===== src/rtl/dfce_consts.svh =====
// constants of the disk and file command engine
`ifndef DFCE_CONSTS_SVH
`define DFCE_CONSTS_SVH

// command codes seen on the host command port
`define DFCE_CMD_GET_STATUS   8'h22
`define DFCE_CMD_READ_RESULT  8'h27
`define DFCE_CMD_GET_SIZE     8'h0C
`define DFCE_CMD_CONNECT      8'h30
`define DFCE_CMD_MOUNT        8'h31
`define DFCE_CMD_OPEN         8'h32
`define DFCE_CMD_ENUM_GO      8'h33
`define DFCE_CMD_CREATE       8'h34
`define DFCE_CMD_ERASE        8'h35

// completion status bytes
`define DFCE_ST_SUCCESS       8'h14
`define DFCE_ST_DISK_READ     8'h1D
`define DFCE_ST_OPEN_DIR      8'h41
`define DFCE_ST_MISS_FILE     8'h42
`define DFCE_ST_DISCON        8'h82

// result block lengths and file length values
`define DFCE_MOUNT_LEN        8'h24
`define DFCE_RECORD_LEN       8'h20
`define DFCE_SIZE_LEN         8'h04
`define DFCE_SIZE_INVALID     32'h0FFFFFFF
`define DFCE_SIZE_NEW         32'h00000001
`define DFCE_SIZE_ZERO        32'h00000000

// defaults stamped on a new file: 2004-01-01, 0:0:0
`define DFCE_NEW_DATE         16'h3021
`define DFCE_NEW_TIME         16'h0000

// widths and reset values
`define DFCE_PTR_ONE          6'h01
`define DFCE_PTR_ZERO         6'h00
`define DFCE_BYTE_ZERO        8'h00

`endif


===== src/rtl/dfce_pkg.sv =====
// types of the disk and file command engine
package dfce_pkg;

	// engine states, one-hot
	typedef enum logic [1:0] {
		DFCE_IDLE = 2'b01,
		DFCE_WAIT = 2'b10
	} dfce_state_type;

	// operations handed to the media back end
	typedef enum logic [3:0] {
		DFCE_OP_NONE      = 4'h0,
		DFCE_OP_CONNECT   = 4'h1,
		DFCE_OP_MOUNT     = 4'h2,
		DFCE_OP_FS_INIT   = 4'h3,
		DFCE_OP_OPEN      = 4'h4,
		DFCE_OP_OPEN_ROOT = 4'h5,
		DFCE_OP_ENUM_NEXT = 4'h6,
		DFCE_OP_CREATE    = 4'h7,
		DFCE_OP_DEL_OPEN  = 4'h8,
		DFCE_OP_ERASE     = 4'h9
	} dfce_op_type;

endpackage


===== src/rtl/dfce_engine.sv =====
// command engine for media and file commands
// What this block does
// - presence query only in usb mode, interrupts
// - successful mount leaves 36-byte result block
// - mount accepted any time, reports readiness
// - directory open gives 41h, length 0fffffffh
// - file open gives success, valid length
// - open of missing name gives 42h
// - empty name initialises file system only
// - single slash opens root; host closes it
// - each enumerated match: disk-read, record readable
// - continue resumes; no match ends with 42h
// - record carries attribute and name fields
// - create replaces existing file, no wildcards
// - new file dated 2004-01-01, length one
// - erase deletes open file, else named
// - directory-opened status byte is 41h
// - missing-file status byte is 42h
`timescale 1ns/10ps
`default_nettype none
`include "dfce_consts.svh"

module dfce_engine
	import dfce_pkg::*;
#(
	parameter int BUF_DEPTH = 64
) (
	// clock and reset
	input  wire logic        mclk_in,
	input  wire logic        reset_in,
	// host command port
	input  wire logic        cmd_valid_in,
	input  wire logic [7:0]  cmd_code_in,
	input  wire logic        data_rd_in,
	output logic             cmd_ready_out,
	output logic [7:0]       data_out,
	output logic             int_n_out,
	// mode and name facts from the name block
	input  wire logic        usb_host_mode_in,
	input  wire logic        name_empty_in,
	input  wire logic        name_root_in,
	input  wire logic        name_wild_in,
	// media back end request
	output logic             be_req_out,
	output dfce_op_type      be_op_out,
	output logic [15:0]      new_date_out,
	output logic [15:0]      new_time_out,
	output logic [31:0]      new_size_out,
	// media back end answer
	input  wire logic        be_done_in,
	input  wire logic        be_ok_in,
	input  wire logic        be_miss_in,
	input  wire logic        be_dir_in,
	input  wire logic [7:0]  be_err_in,
	input  wire logic [31:0] be_size_in,
	// result block fill from the back end
	input  wire logic        res_wr_in,
	input  wire logic [5:0]  res_addr_in,
	input  wire logic [7:0]  res_byte_in
);

	// state registers
	dfce_state_type state;
	dfce_op_type    op;
	logic [7:0]     status;
	logic           pending;
	logic [7:0]     res_len;
	logic [31:0]    file_size;
	logic           file_open;
	logic           fs_ready;
	logic           enum_on;
	logic           size_mode;
	logic [5:0]     rd_ptr;
	logic           reading;
	logic [7:0]     dout;
	logic [7:0]     res_buf [0:BUF_DEPTH-1];

	// next values
	dfce_state_type next_state;
	dfce_op_type    next_op;
	logic [7:0]     next_status;
	logic           next_pending;
	logic [7:0]     next_res_len;
	logic [31:0]    next_file_size;
	logic           next_file_open;
	logic           next_fs_ready;
	logic           next_enum_on;
	logic           next_size_mode;
	logic [5:0]     next_rd_ptr;
	logic           next_reading;
	logic [7:0]     next_dout;
	logic           cmd_take;
	logic [7:0]     rd_byte;

	assign cmd_take = cmd_valid_in && (state == DFCE_IDLE);

	// byte served on a data read: file length in size mode, else block
	always_comb begin
		if (size_mode) begin
			rd_byte = file_size[{rd_ptr[1:0], 3'b000} +: 8]; // little-endian length
		end else begin
			rd_byte = res_buf[rd_ptr];
		end
	end

	// command decode, back end completion and result reads
	always_comb begin
		next_state     = state;
		next_op        = op;
		next_status    = status;
		next_pending   = pending;
		next_res_len   = res_len;
		next_file_size = file_size;
		next_file_open = file_open;
		next_fs_ready  = fs_ready;
		next_enum_on   = enum_on;
		next_size_mode = size_mode;
		next_rd_ptr    = rd_ptr;
		next_reading   = reading;
		next_dout      = dout;
		case (state)
			DFCE_IDLE: begin
				if (data_rd_in && reading) begin
					if ({2'b00, rd_ptr} < res_len) begin
						next_dout   = rd_byte;
						next_rd_ptr = rd_ptr + `DFCE_PTR_ONE;
					end else begin
						next_reading = 1'b0;
					end
				end
				if (cmd_take) begin
					next_reading = 1'b0;
					case (cmd_code_in)
						`DFCE_CMD_GET_STATUS: begin
							next_dout    = status;
							next_pending = 1'b0;
						end
						`DFCE_CMD_READ_RESULT: begin
							next_dout    = res_len;
							next_rd_ptr  = `DFCE_PTR_ZERO;
							next_reading = 1'b1;
						end
						`DFCE_CMD_GET_SIZE: begin
							// directory reports invalid length here too
							next_size_mode = 1'b1;
							next_res_len   = `DFCE_SIZE_LEN;
							next_dout      = `DFCE_SIZE_LEN;
							next_rd_ptr    = `DFCE_PTR_ZERO;
							next_reading   = 1'b1;
						end
						`DFCE_CMD_CONNECT: begin
							if (usb_host_mode_in) begin
								next_op    = DFCE_OP_CONNECT;
								next_state = DFCE_WAIT;
							end else begin
								next_status  = `DFCE_ST_DISCON; // sd media
								next_pending = 1'b1;
							end
						end
						`DFCE_CMD_MOUNT: begin
							next_op    = DFCE_OP_MOUNT; // any time
							next_state = DFCE_WAIT;
						end
						`DFCE_CMD_OPEN: begin
							next_enum_on = 1'b0;
							if (name_empty_in && fs_ready) begin
								next_status  = `DFCE_ST_SUCCESS;
								next_pending = 1'b1;
							end else begin
								if (name_empty_in) begin
									next_op = DFCE_OP_FS_INIT;
								end else if (name_root_in) begin
									next_op = DFCE_OP_OPEN_ROOT;
								end else if (name_wild_in) begin
									next_op      = DFCE_OP_ENUM_NEXT;
									next_enum_on = 1'b1;
								end else begin
									next_op = DFCE_OP_OPEN;
								end
								next_state = DFCE_WAIT;
							end
						end
						`DFCE_CMD_ENUM_GO: begin
							if (enum_on) begin
								next_op    = DFCE_OP_ENUM_NEXT;
								next_state = DFCE_WAIT;
							end else begin
								next_status  = `DFCE_ST_MISS_FILE;
								next_pending = 1'b1;
							end
						end
						`DFCE_CMD_CREATE, `DFCE_CMD_ERASE: begin
							next_enum_on = 1'b0;
							if (name_wild_in && !(file_open && cmd_code_in == `DFCE_CMD_ERASE)) begin
								next_status  = `DFCE_ST_MISS_FILE; // no wildcard
								next_pending = 1'b1;
							end else begin
								if (cmd_code_in == `DFCE_CMD_CREATE) begin
									next_op = DFCE_OP_CREATE; // delete then create
								end else if (file_open) begin
									next_op = DFCE_OP_DEL_OPEN;
								end else begin
									next_op = DFCE_OP_ERASE; // open then delete
								end
								next_state = DFCE_WAIT;
							end
						end
						default: begin
							next_status  = status;
						end
					endcase
					if (cmd_code_in != `DFCE_CMD_GET_SIZE && cmd_code_in != `DFCE_CMD_GET_STATUS &&
						cmd_code_in != `DFCE_CMD_READ_RESULT) begin
						next_size_mode = 1'b0;
					end
				end
			end
			DFCE_WAIT: begin
				if (be_done_in) begin
					next_state   = DFCE_IDLE;
					next_pending = 1'b1; // every back end command ends with an interrupt
					next_res_len = `DFCE_BYTE_ZERO;
					if (be_ok_in) begin
						next_status = `DFCE_ST_SUCCESS;
					end else if (be_miss_in) begin
						next_status = `DFCE_ST_MISS_FILE;
					end else begin
						next_status = be_err_in;
					end
					case (op)
						DFCE_OP_MOUNT: begin
							next_fs_ready = be_ok_in;
							if (be_ok_in) begin
								next_res_len = `DFCE_MOUNT_LEN;
							end
						end
						DFCE_OP_FS_INIT: begin
							next_fs_ready = be_ok_in;
						end
						DFCE_OP_OPEN, DFCE_OP_OPEN_ROOT: begin
							if (be_ok_in && (be_dir_in || op == DFCE_OP_OPEN_ROOT)) begin
								next_status    = `DFCE_ST_OPEN_DIR;
								next_file_size = `DFCE_SIZE_INVALID;
								next_file_open = 1'b1;
							end else if (be_ok_in) begin
								next_file_size = be_size_in;
								next_file_open = 1'b1;
							end
						end
						DFCE_OP_ENUM_NEXT: begin
							if (be_ok_in) begin
								next_status  = `DFCE_ST_DISK_READ;
								next_res_len = `DFCE_RECORD_LEN; // record incl. name and attr
							end else begin
								next_enum_on = 1'b0; // end of enumeration
							end
						end
						DFCE_OP_CREATE: begin
							if (be_ok_in) begin
								next_file_size = `DFCE_SIZE_NEW;
								next_file_open = 1'b1;
							end
						end
						DFCE_OP_DEL_OPEN, DFCE_OP_ERASE: begin
							if (be_ok_in) begin
								next_file_open = 1'b0;
								next_file_size = `DFCE_SIZE_ZERO;
							end
						end
						default: begin
							next_op = DFCE_OP_NONE;
						end
					endcase
				end
			end
			default: begin
				next_state = DFCE_IDLE;
			end
		endcase
	end

	// control registers
	always_ff @(posedge mclk_in) begin
		if (reset_in) begin
			state     <= DFCE_IDLE;
			op        <= DFCE_OP_NONE;
			status    <= `DFCE_BYTE_ZERO;
			pending   <= 1'b0;
			res_len   <= `DFCE_BYTE_ZERO;
			file_size <= `DFCE_SIZE_ZERO;
			file_open <= 1'b0;
			fs_ready  <= 1'b0;
			enum_on   <= 1'b0;
			size_mode <= 1'b0;
			rd_ptr    <= `DFCE_PTR_ZERO;
			reading   <= 1'b0;
			dout      <= `DFCE_BYTE_ZERO;
		end else begin
			state     <= next_state;
			op        <= next_op;
			status    <= next_status;
			pending   <= next_pending;
			res_len   <= next_res_len;
			file_size <= next_file_size;
			file_open <= next_file_open;
			fs_ready  <= next_fs_ready;
			enum_on   <= next_enum_on;
			size_mode <= next_size_mode;
			rd_ptr    <= next_rd_ptr;
			reading   <= next_reading;
			dout      <= next_dout;
		end
	end

	// result block store, filled by the back end
	always_ff @(posedge mclk_in) begin
		if (res_wr_in) begin
			res_buf[res_addr_in] <= res_byte_in;
		end
	end

	// outputs
	assign cmd_ready_out = (state == DFCE_IDLE);
	assign data_out      = dout;
	assign int_n_out     = !pending;
	assign be_req_out    = (state == DFCE_WAIT);
	assign be_op_out     = op;
	assign new_date_out  = `DFCE_NEW_DATE;
	assign new_time_out  = `DFCE_NEW_TIME;
	assign new_size_out  = `DFCE_SIZE_NEW;

endmodule
`default_nettype wire


===== config.mk =====
export PLATFORM = sky130hd
export DESIGN_NAME = dfce_engine
export DESIGN_NICKNAME = d
export VERILOG_FILES = /design/src/rtl/dfce_pkg.sv /design/src/rtl/dfce_engine.sv
export VERILOG_INCLUDE_DIRS = /design/src /design/src/rtl
export SDC_FILE = /design/constraint.sdc
export NUM_CORES = 1
export LEC_CHECK = 0
export ABC_CLOCK_PERIOD_IN_PS = 2800
export BUFFER_PORTS_ARGS = -buffer_cell sky130_fd_sc_hd__buf_2
export CAP_MARGIN = 15
export CORE_MARGIN = 2
export CORE_UTILIZATION = 50
export DETAILED_ROUTE_END_ITERATION = 12
export PLACE_DENSITY_LB_ADDON = 0.2
export SYNTH_ARGS = -nofsm -noshare
export SYNTH_HDL_FRONTEND = slang
export SYNTH_SLANG_ARGS = --single-unit

===== constraint.sdc =====
create_clock -name mclk_in -period 2.8 [get_ports mclk_in]
set_clock_uncertainty 0.1 [all_clocks]
set_input_delay 0 -clock mclk_in [delete_from_list [all_inputs] [get_ports mclk_in]]
set_output_delay 0 -clock mclk_in [all_outputs]
set_load 0.005 [all_outputs]

; ---- After elaboration in Yosys (flattened, before gate mapping)
; Memories as Yosys holds them, arrays and structs flattened. A register that Yosys moved wholly into a read port is not among the register bits.
; Cells that the tools add are included.
[classes]
order_cmp = 1
mux = 88
n_eq_ne = 44
n_reduce_logical = 32
shifts = 1
n_addsub = 1
[ops]
columns = operator, count
row1 = 8-bit 2-to-1 mux, 17
row2 = 32-bit 2-to-1 mux, 4
row3 = 32-bit one-hot mux with 3 select lines, 1
row4 = "8-bit by 6-bit equality test with 1-bit output, second input constant", 8
row5 = 6-bit 2-to-1 mux, 8
row6 = 8-bit one-hot mux with 2 select lines, 3
row7 = 4-bit 2-to-1 mux, 8
row8 = 8-bit one-hot mux with 4 select lines, 1
row9 = 32-bit by 6-bit variable part select with 8-bit output, 1
row10 = "3-bit != test, second input constant", 9
row11 = 1-bit 2-to-1 mux, 26
row12 = 8-bit one-hot mux with 3 select lines, 1
row13 = 4-bit one-hot mux with 5 select lines, 1
row14 = "4-bit by 3-bit equality test with 1-bit output, second input constant", 4
row15 = 2-bit 2-to-1 mux, 8
row16 = "8-bit by 6-bit != test with 1-bit output, second input constant", 2
row17 = 8-bit AND reduction, 2
row18 = "6-bit by 1-bit != test with 1-bit output, second input constant", 2
row19 = 6-bit one-hot mux with 2 select lines, 1
row20 = 6-bit AND reduction, 2
row21 = "2-bit != test, second input constant", 5
row22 = 2-bit one-hot mux with 5 select lines, 1
row23 = 2-bit OR reduction, 5
row24 = 3-bit AND reduction, 3
row25 = 26 further kinds, 44
[word_totals]
ramBits = 512
memories = 1
word_cells = 181
input_bits = 75
output_inout_bits = 79
register_bits = 74
[mem_list]
columns = name, words, width, rd, rd_clocked_by_memory_dff, write_ports, line
row1 = res_buf, 64, 8, 1, 1, 1, dfce_engine.sv:76  ; logic [7:0] res_buf [0:BUF_DEPTH-1];

; ---- Longest topological paths before layout
[depth]
word_depth = 8
depth_mapped = 10
mapped_depth_nobuf = 8

; ---- Least setup slack after synthesis
; No wires, ideal clock.
[synth_timing]
path_kind = flip-flop to flip-flop
from = register with a tool-made name
to = register dout[5], in the netlist data_out[5]
synth_period_minus_slack_ps = 2077
setup_time_ps = 124
slack_ps = 723
path_stages_with_launch = 8
arrival_time_ps = 1853
path_cell_list = dfxtp_1 > buf_6 > buf_6 > buf_6 > mux4_2 > a2111oi_0 > o21a_1 > o41ai_2
[synth_rtl]
columns = item, line
row1 = end signal: assignment, dfce_engine.sv:297  ; dout <= `DFCE_BYTE_ZERO;
row2 = end signal: assignment, dfce_engine.sv:311  ; dout <= next_dout;
row3 = end: declaration, dfce_engine.sv:75  ; logic [7:0] dout;

; ---- Worst setup path in the final report
[layout_timing]
from = input port name_wild_in
to = register op[1], in the netlist be_op_out[1]
[layout_between]
elab_chain_len = 7
word_cells_on_any_way = 10
[layout_lines]
columns = item, line
row1 = start: declaration, dfce_engine.sv:42  ; input wire logic name_wild_in,
row2 = 2-bit 2-to-1 mux, dfce_engine.sv:174  ; end else if (name_wild_in) begin
row3 = 2-bit 2-to-1 mux, dfce_engine.sv:172  ; end else if (name_root_in) begin
row4 = 3-bit 2-to-1 mux, dfce_engine.sv:170  ; if (name_empty_in) begin
row5 = 4-bit 2-to-1 mux, dfce_engine.sv:166  ; if (name_empty_in && fs_ready) begin
row6 = 4-bit one-hot mux with 5 select lines, dfce_engine.sv:133  ; case (cmd_code_in)
row7 = 4-bit 2-to-1 mux, dfce_engine.sv:131  ; if (cmd_take) begin
row8 = 4-bit one-hot mux with 2 select lines, dfce_engine.sv:121  ; case (state)
row9 = end signal: assignment, dfce_engine.sv:300  ; op <= next_op;
row10 = end: declaration, dfce_engine.sv:64  ; dfce_op_type op;
; Several ways; a longest one is shown, not always the timed one. The select of a mux whose other input is x is not followed.
; A chain may end at the register's enable or synchronous reset.

==> out/qor.tcl <==
set qor(worst-endpoint-required_ns) 3.20
set qor(dominantRegCellSynth) {sky130_fd_sc_hd__edfxtp_1}
set qor(placedCellCount) 2360
set qor(crit-reg2reg-capture) {file_size[28]}
set qor(r2r.worst_path.cells) 10
set qor(postSynth.asyncResetShare) 0
set qor(dp_hpwl_um) 37900
set qor(pin_count_of_the_biggest_net_entering_global_routing) 65
set qor(layout-drive-gt1-share) 0.192
set qor(avgRoutedWirePerCell_um) 22.9
set qor(fp.dieArea_um2) 50900
set qor(die_h_um) 226
set qor(via_count) 14700
set qor(power_per_cell_area_nw_per_um2) 603
set qor(maximum_buffer_depth_of_the_clock_tree) 3
set qor(io_buffer_count) 89
set qor(n_fill_cell) 3629
set qor(antenna_found_initial) 0
set qor(synth_enable_flop_cells) 512
set qor(synth_cell_types) 76
set qor(timing.hold.worst.class) {in -> reg}
set qor(coreArea_um2) 48700
set qor(cell_internal_pwr_mw) 14.1
set qor(cp_common_cell) {sky130_fd_sc_hd__dlygate4sd3_1}
set qor(clk_transition_reported_paths_ns) 0.06
set qor(grt_overflow_total) 0
set qor(io-pin-count) 154
set qor(fin_total_pwr_mw) 17.6
set qor(critical_path_peak_fanout) 3
set qor(tightestPinTransition_ns) 1.09
set qor(clock_sink_count) 586
set qor(later_pin_clock_latency_in_the_skew_report_ns) 0.61
set qor(die_w_um) 226
set qor(power_frac_comb) 0.029
set qor(drtAntennaViolNets) 0
set qor(clock_power_share) 0.429
set qor(critical_path.cell_chain) {dlygate4sd3_1, buf_2, nor2b_1, dlygate4sd3_1, o21ai_0, dlygate4sd3_1, a21oi_1, dlygate4sd3_1, nor2_1, o41ai_1}
set qor(timing.fmax_mhz) 372
set qor(initial_utilization) 0.504
set qor(cts_buffers) 59
set qor(finalHoldViolations) 0
set qor(worstReg2RegStart) {state[0]}
set qor(final-max-slew-violation-count) 0
set qor(finalSetupViolations) 0
set qor(finalCriticalPeriod_ns) 2.69
set qor(yosys_warnings) 0
set qor(portion_of_the_post_synthesis_area_used_by_sequential_elements) 0.686
set qor(layout.core_utilization) 0.599
set qor(cts.htree.levels) 2
set qor(drt_iter0_drc) 1342
set qor(grt_setup_unrepaired) {no}
set qor(dpl_cell_area_um2) 26000
set qor(vdd_drop_max_uv) 457
set qor(syn-cell-area_um2) 24600
set qor(fin_area_um2) 29200
set qor(worstSetupEndpoint) {be_op_out[1]}
set qor(timing.final.crit_share) 0.960
set qor(grt_util_all_layers) 0.236
set qor(switching_power_mw) 3.50
set qor(crit_slowest_cell) {sky130_fd_sc_hd__dlygate4sd3_1}
set qor(cts_tree) {yes}
set qor(endpoint_kind) {flip-flop}
set qor(leakage_nw) 9.47
set qor(timing.max_cap.violations) 0
set qor(routed_wirelength_um) 59500
set qor(clk_root_buffer_cell) {sky130_fd_sc_hd__clkbuf_16}
set qor(status) {finished, final reports clean}
set qor(power.switching_fraction) 0.199
set qor(number_of_global_route_vias_before_repair) 14700
set qor(number_of_iterations_in_the_first_detailed_routing_pass) 7
set qor(crit_path_start) {name_wild_in}
set qor(drc) 0
set qor(synth_seq_cells) 586
set qor(worstPathArrival_ns) 3.08
set qor(finalWeightedCongestion) 0.860
set qor(synthesis.area_per_instance_um2) 15.4
set qor(flow.area_growth_from_synthesis_pct) 19.0
set qor(final-instance-count-excl-fill) 2595
set qor(placementRows) 81
set qor(synthCells) 1595
set qor(ff2ff_setup_slack_ns) 0.16
set qor(timing_worst_setup_path_type) {in -> reg}
set qor(num_antenna_cells) 0
set qor(nNetsFinal) 1970
set qor(crit_path_launch_type) {primary input}
set qor(hold_slack_ns) 0.0734
set qor(wire_length_of_the_first_global_routing_pass_um) 89800
set qor(cpPeakStageDelay_ns) 0.58
set qor(max-slew-margin-rel) 0.271
set qor(avgViaCountPerCell) 5.68
set qor(holdCritStartpoint) {res_byte_in[2]}
set qor(p_seq_frac) 0.542
==> cell families (layout without fill, tap and decap cells) <==
family / after synthesis / count (layout) / share of synthesized area
compound gates: 260 / 260 / 0.0724
xor+xnor: 5 / 5 / 0.00178
fa+ha+maj: 4 / 4 / 0.00204
buf+inv: 169 / 443 / 0.0437
flops: 586 / 586 / 0.686
mux: 226 / 226 / 0.126
other cells: 2 / 64 / 0.000306
simple gates: 343 / 343 / 0.0679
==> cell type report <==
class | instances | area [µm²] | area share
Clock buffer | 71 | 1560 | 0.0535
Inverter | 15 | 56.3 | 0.00193
Timing Repair Buffer | 327 | 2740 | 0.0936
Tap cell | 664 | 831 | 0.0284
Clock inverter | 30 | 272 | 0.00929
Multi-Input combinational cell | 902 | 6900 | 0.236
Sequential cell | 586 | 16900 | 0.577
==> how the worst min path moves through the flow <==
stage	end	slack, ns	depth (start not counted)
2_1_floorplan	res_buf[0][0]	-0.001	0
3_3_place_gp	file_size[29]	0.16	3
3_5_place_dp	file_size[29]	0.16	3
4_1_cts	res_buf[40][2]	0.04	3
5_1_grt	res_buf[25][2]	0.07	3
6_report	res_buf[38][2]	0.07	1
==> synth_stat cells, drive strengths merged (9+ instances only) <==
cell type / instances / share of area
a211oi: 11 / 0.0041
a21oi: 58 / 0.012
a22oi: 66 / 0.020
and2: 10 / 0.0025
buf: 112 / 0.035
clkbuf: 42 / 0.0064
dfxtp: 74 / 0.060
edfxtp: 512 / 0.63
inv: 15 / 0.0023
mux2: 9 / 0.0041
mux2i: 152 / 0.062
mux4: 65 / 0.060
nand2: 81 / 0.012
nand3: 39 / 0.0079
nand4: 12 / 0.0033
nor2: 112 / 0.017
nor2b: 29 / 0.0074
nor3: 16 / 0.0033
o21ai: 52 / 0.011
==> power by group through the flow <==
stage / sequential [mW] / clock, mW / combinational [mW]
CTS: 9.55 / 7.69 / 0.487
global route: 9.55 / 8.03 / 0.548
detailed placement: 9.74 / 0 / 0.402
global placement: 9.74 / 0 / 0.390
floorplan: 9.74 / 0 / 0.212
finish: 9.55 / 7.55 / 0.504
==> flip-flops by register name, summed over array words and instances, names as in the netlist, named ones only <==
| register | count |
|---|---|
| res_buf | 512 |
| data_out | 8 |
| reading | 1 |
| file_open | 1 |
| file_size | 32 |
| res_len | 2 |
| state | 2 |
| rd_ptr | 6 |
| enum_on | 1 |
| fs_ready | 1 |
| status | 8 |
| be_op_out | 4 |
| size_mode | 1 |
| pending | 1 |
==> layer usage <==
layer,part of all wire,vias up,track usage
met5,0,-,0
met4,0.028,0,0.0690
met3,0.051,113,0.0343
met2,0.50,512,0.399
met1,0.43,7443,0.318
li1,-,6661,-
==> per-stage QoR <==
step,setup slack (ns),setup TNS [ns]
2_1_floorplan,0.723,0
3_5_place_dp,-0.0385,-0.0385
4_1_cts,0.00238,0
6_report,0.113,0
5_1_grt,0.00760,0
3_3_place_gp,-0.0255,-0.0255
==> critical path, delay by kind of cell <==
kind / cells / cell delay, ns
buffers and inverters: 5 / 2.39
AO/OA/AOI/OAI: 3 / 0.50
AND/OR/NAND/NOR: 2 / 0.20
==> what timing repair did <==
item | CTS | global route
setup endpoints to repair | 1 | 4
hold endpoints to repair | 297 | 92
setup buffers | 0 | 1
gates resized for setup | 1 | 4
hold buffers | 129 | 2
==> cells in the final DEF, fill, tap and decap left out, types with 64 or more instances in the layout <==
cell,n
sky130_fd_sc_hd__nand2_1,81
sky130_fd_sc_hd__edfxtp_1,512
sky130_fd_sc_hd__nor2_1,112
sky130_fd_sc_hd__dlygate4sd3_1,131
sky130_fd_sc_hd__mux2i_1,152
sky130_fd_sc_hd__a22oi_1,66
sky130_fd_sc_hd__conb_1,64
sky130_fd_sc_hd__dfxtp_1,72
sky130_fd_sc_hd__buf_2,89
sky130_fd_sc_hd__buf_4,93
sky130_fd_sc_hd__mux4_2,65
No activity file was read; power rests on OpenSTA's default activity.
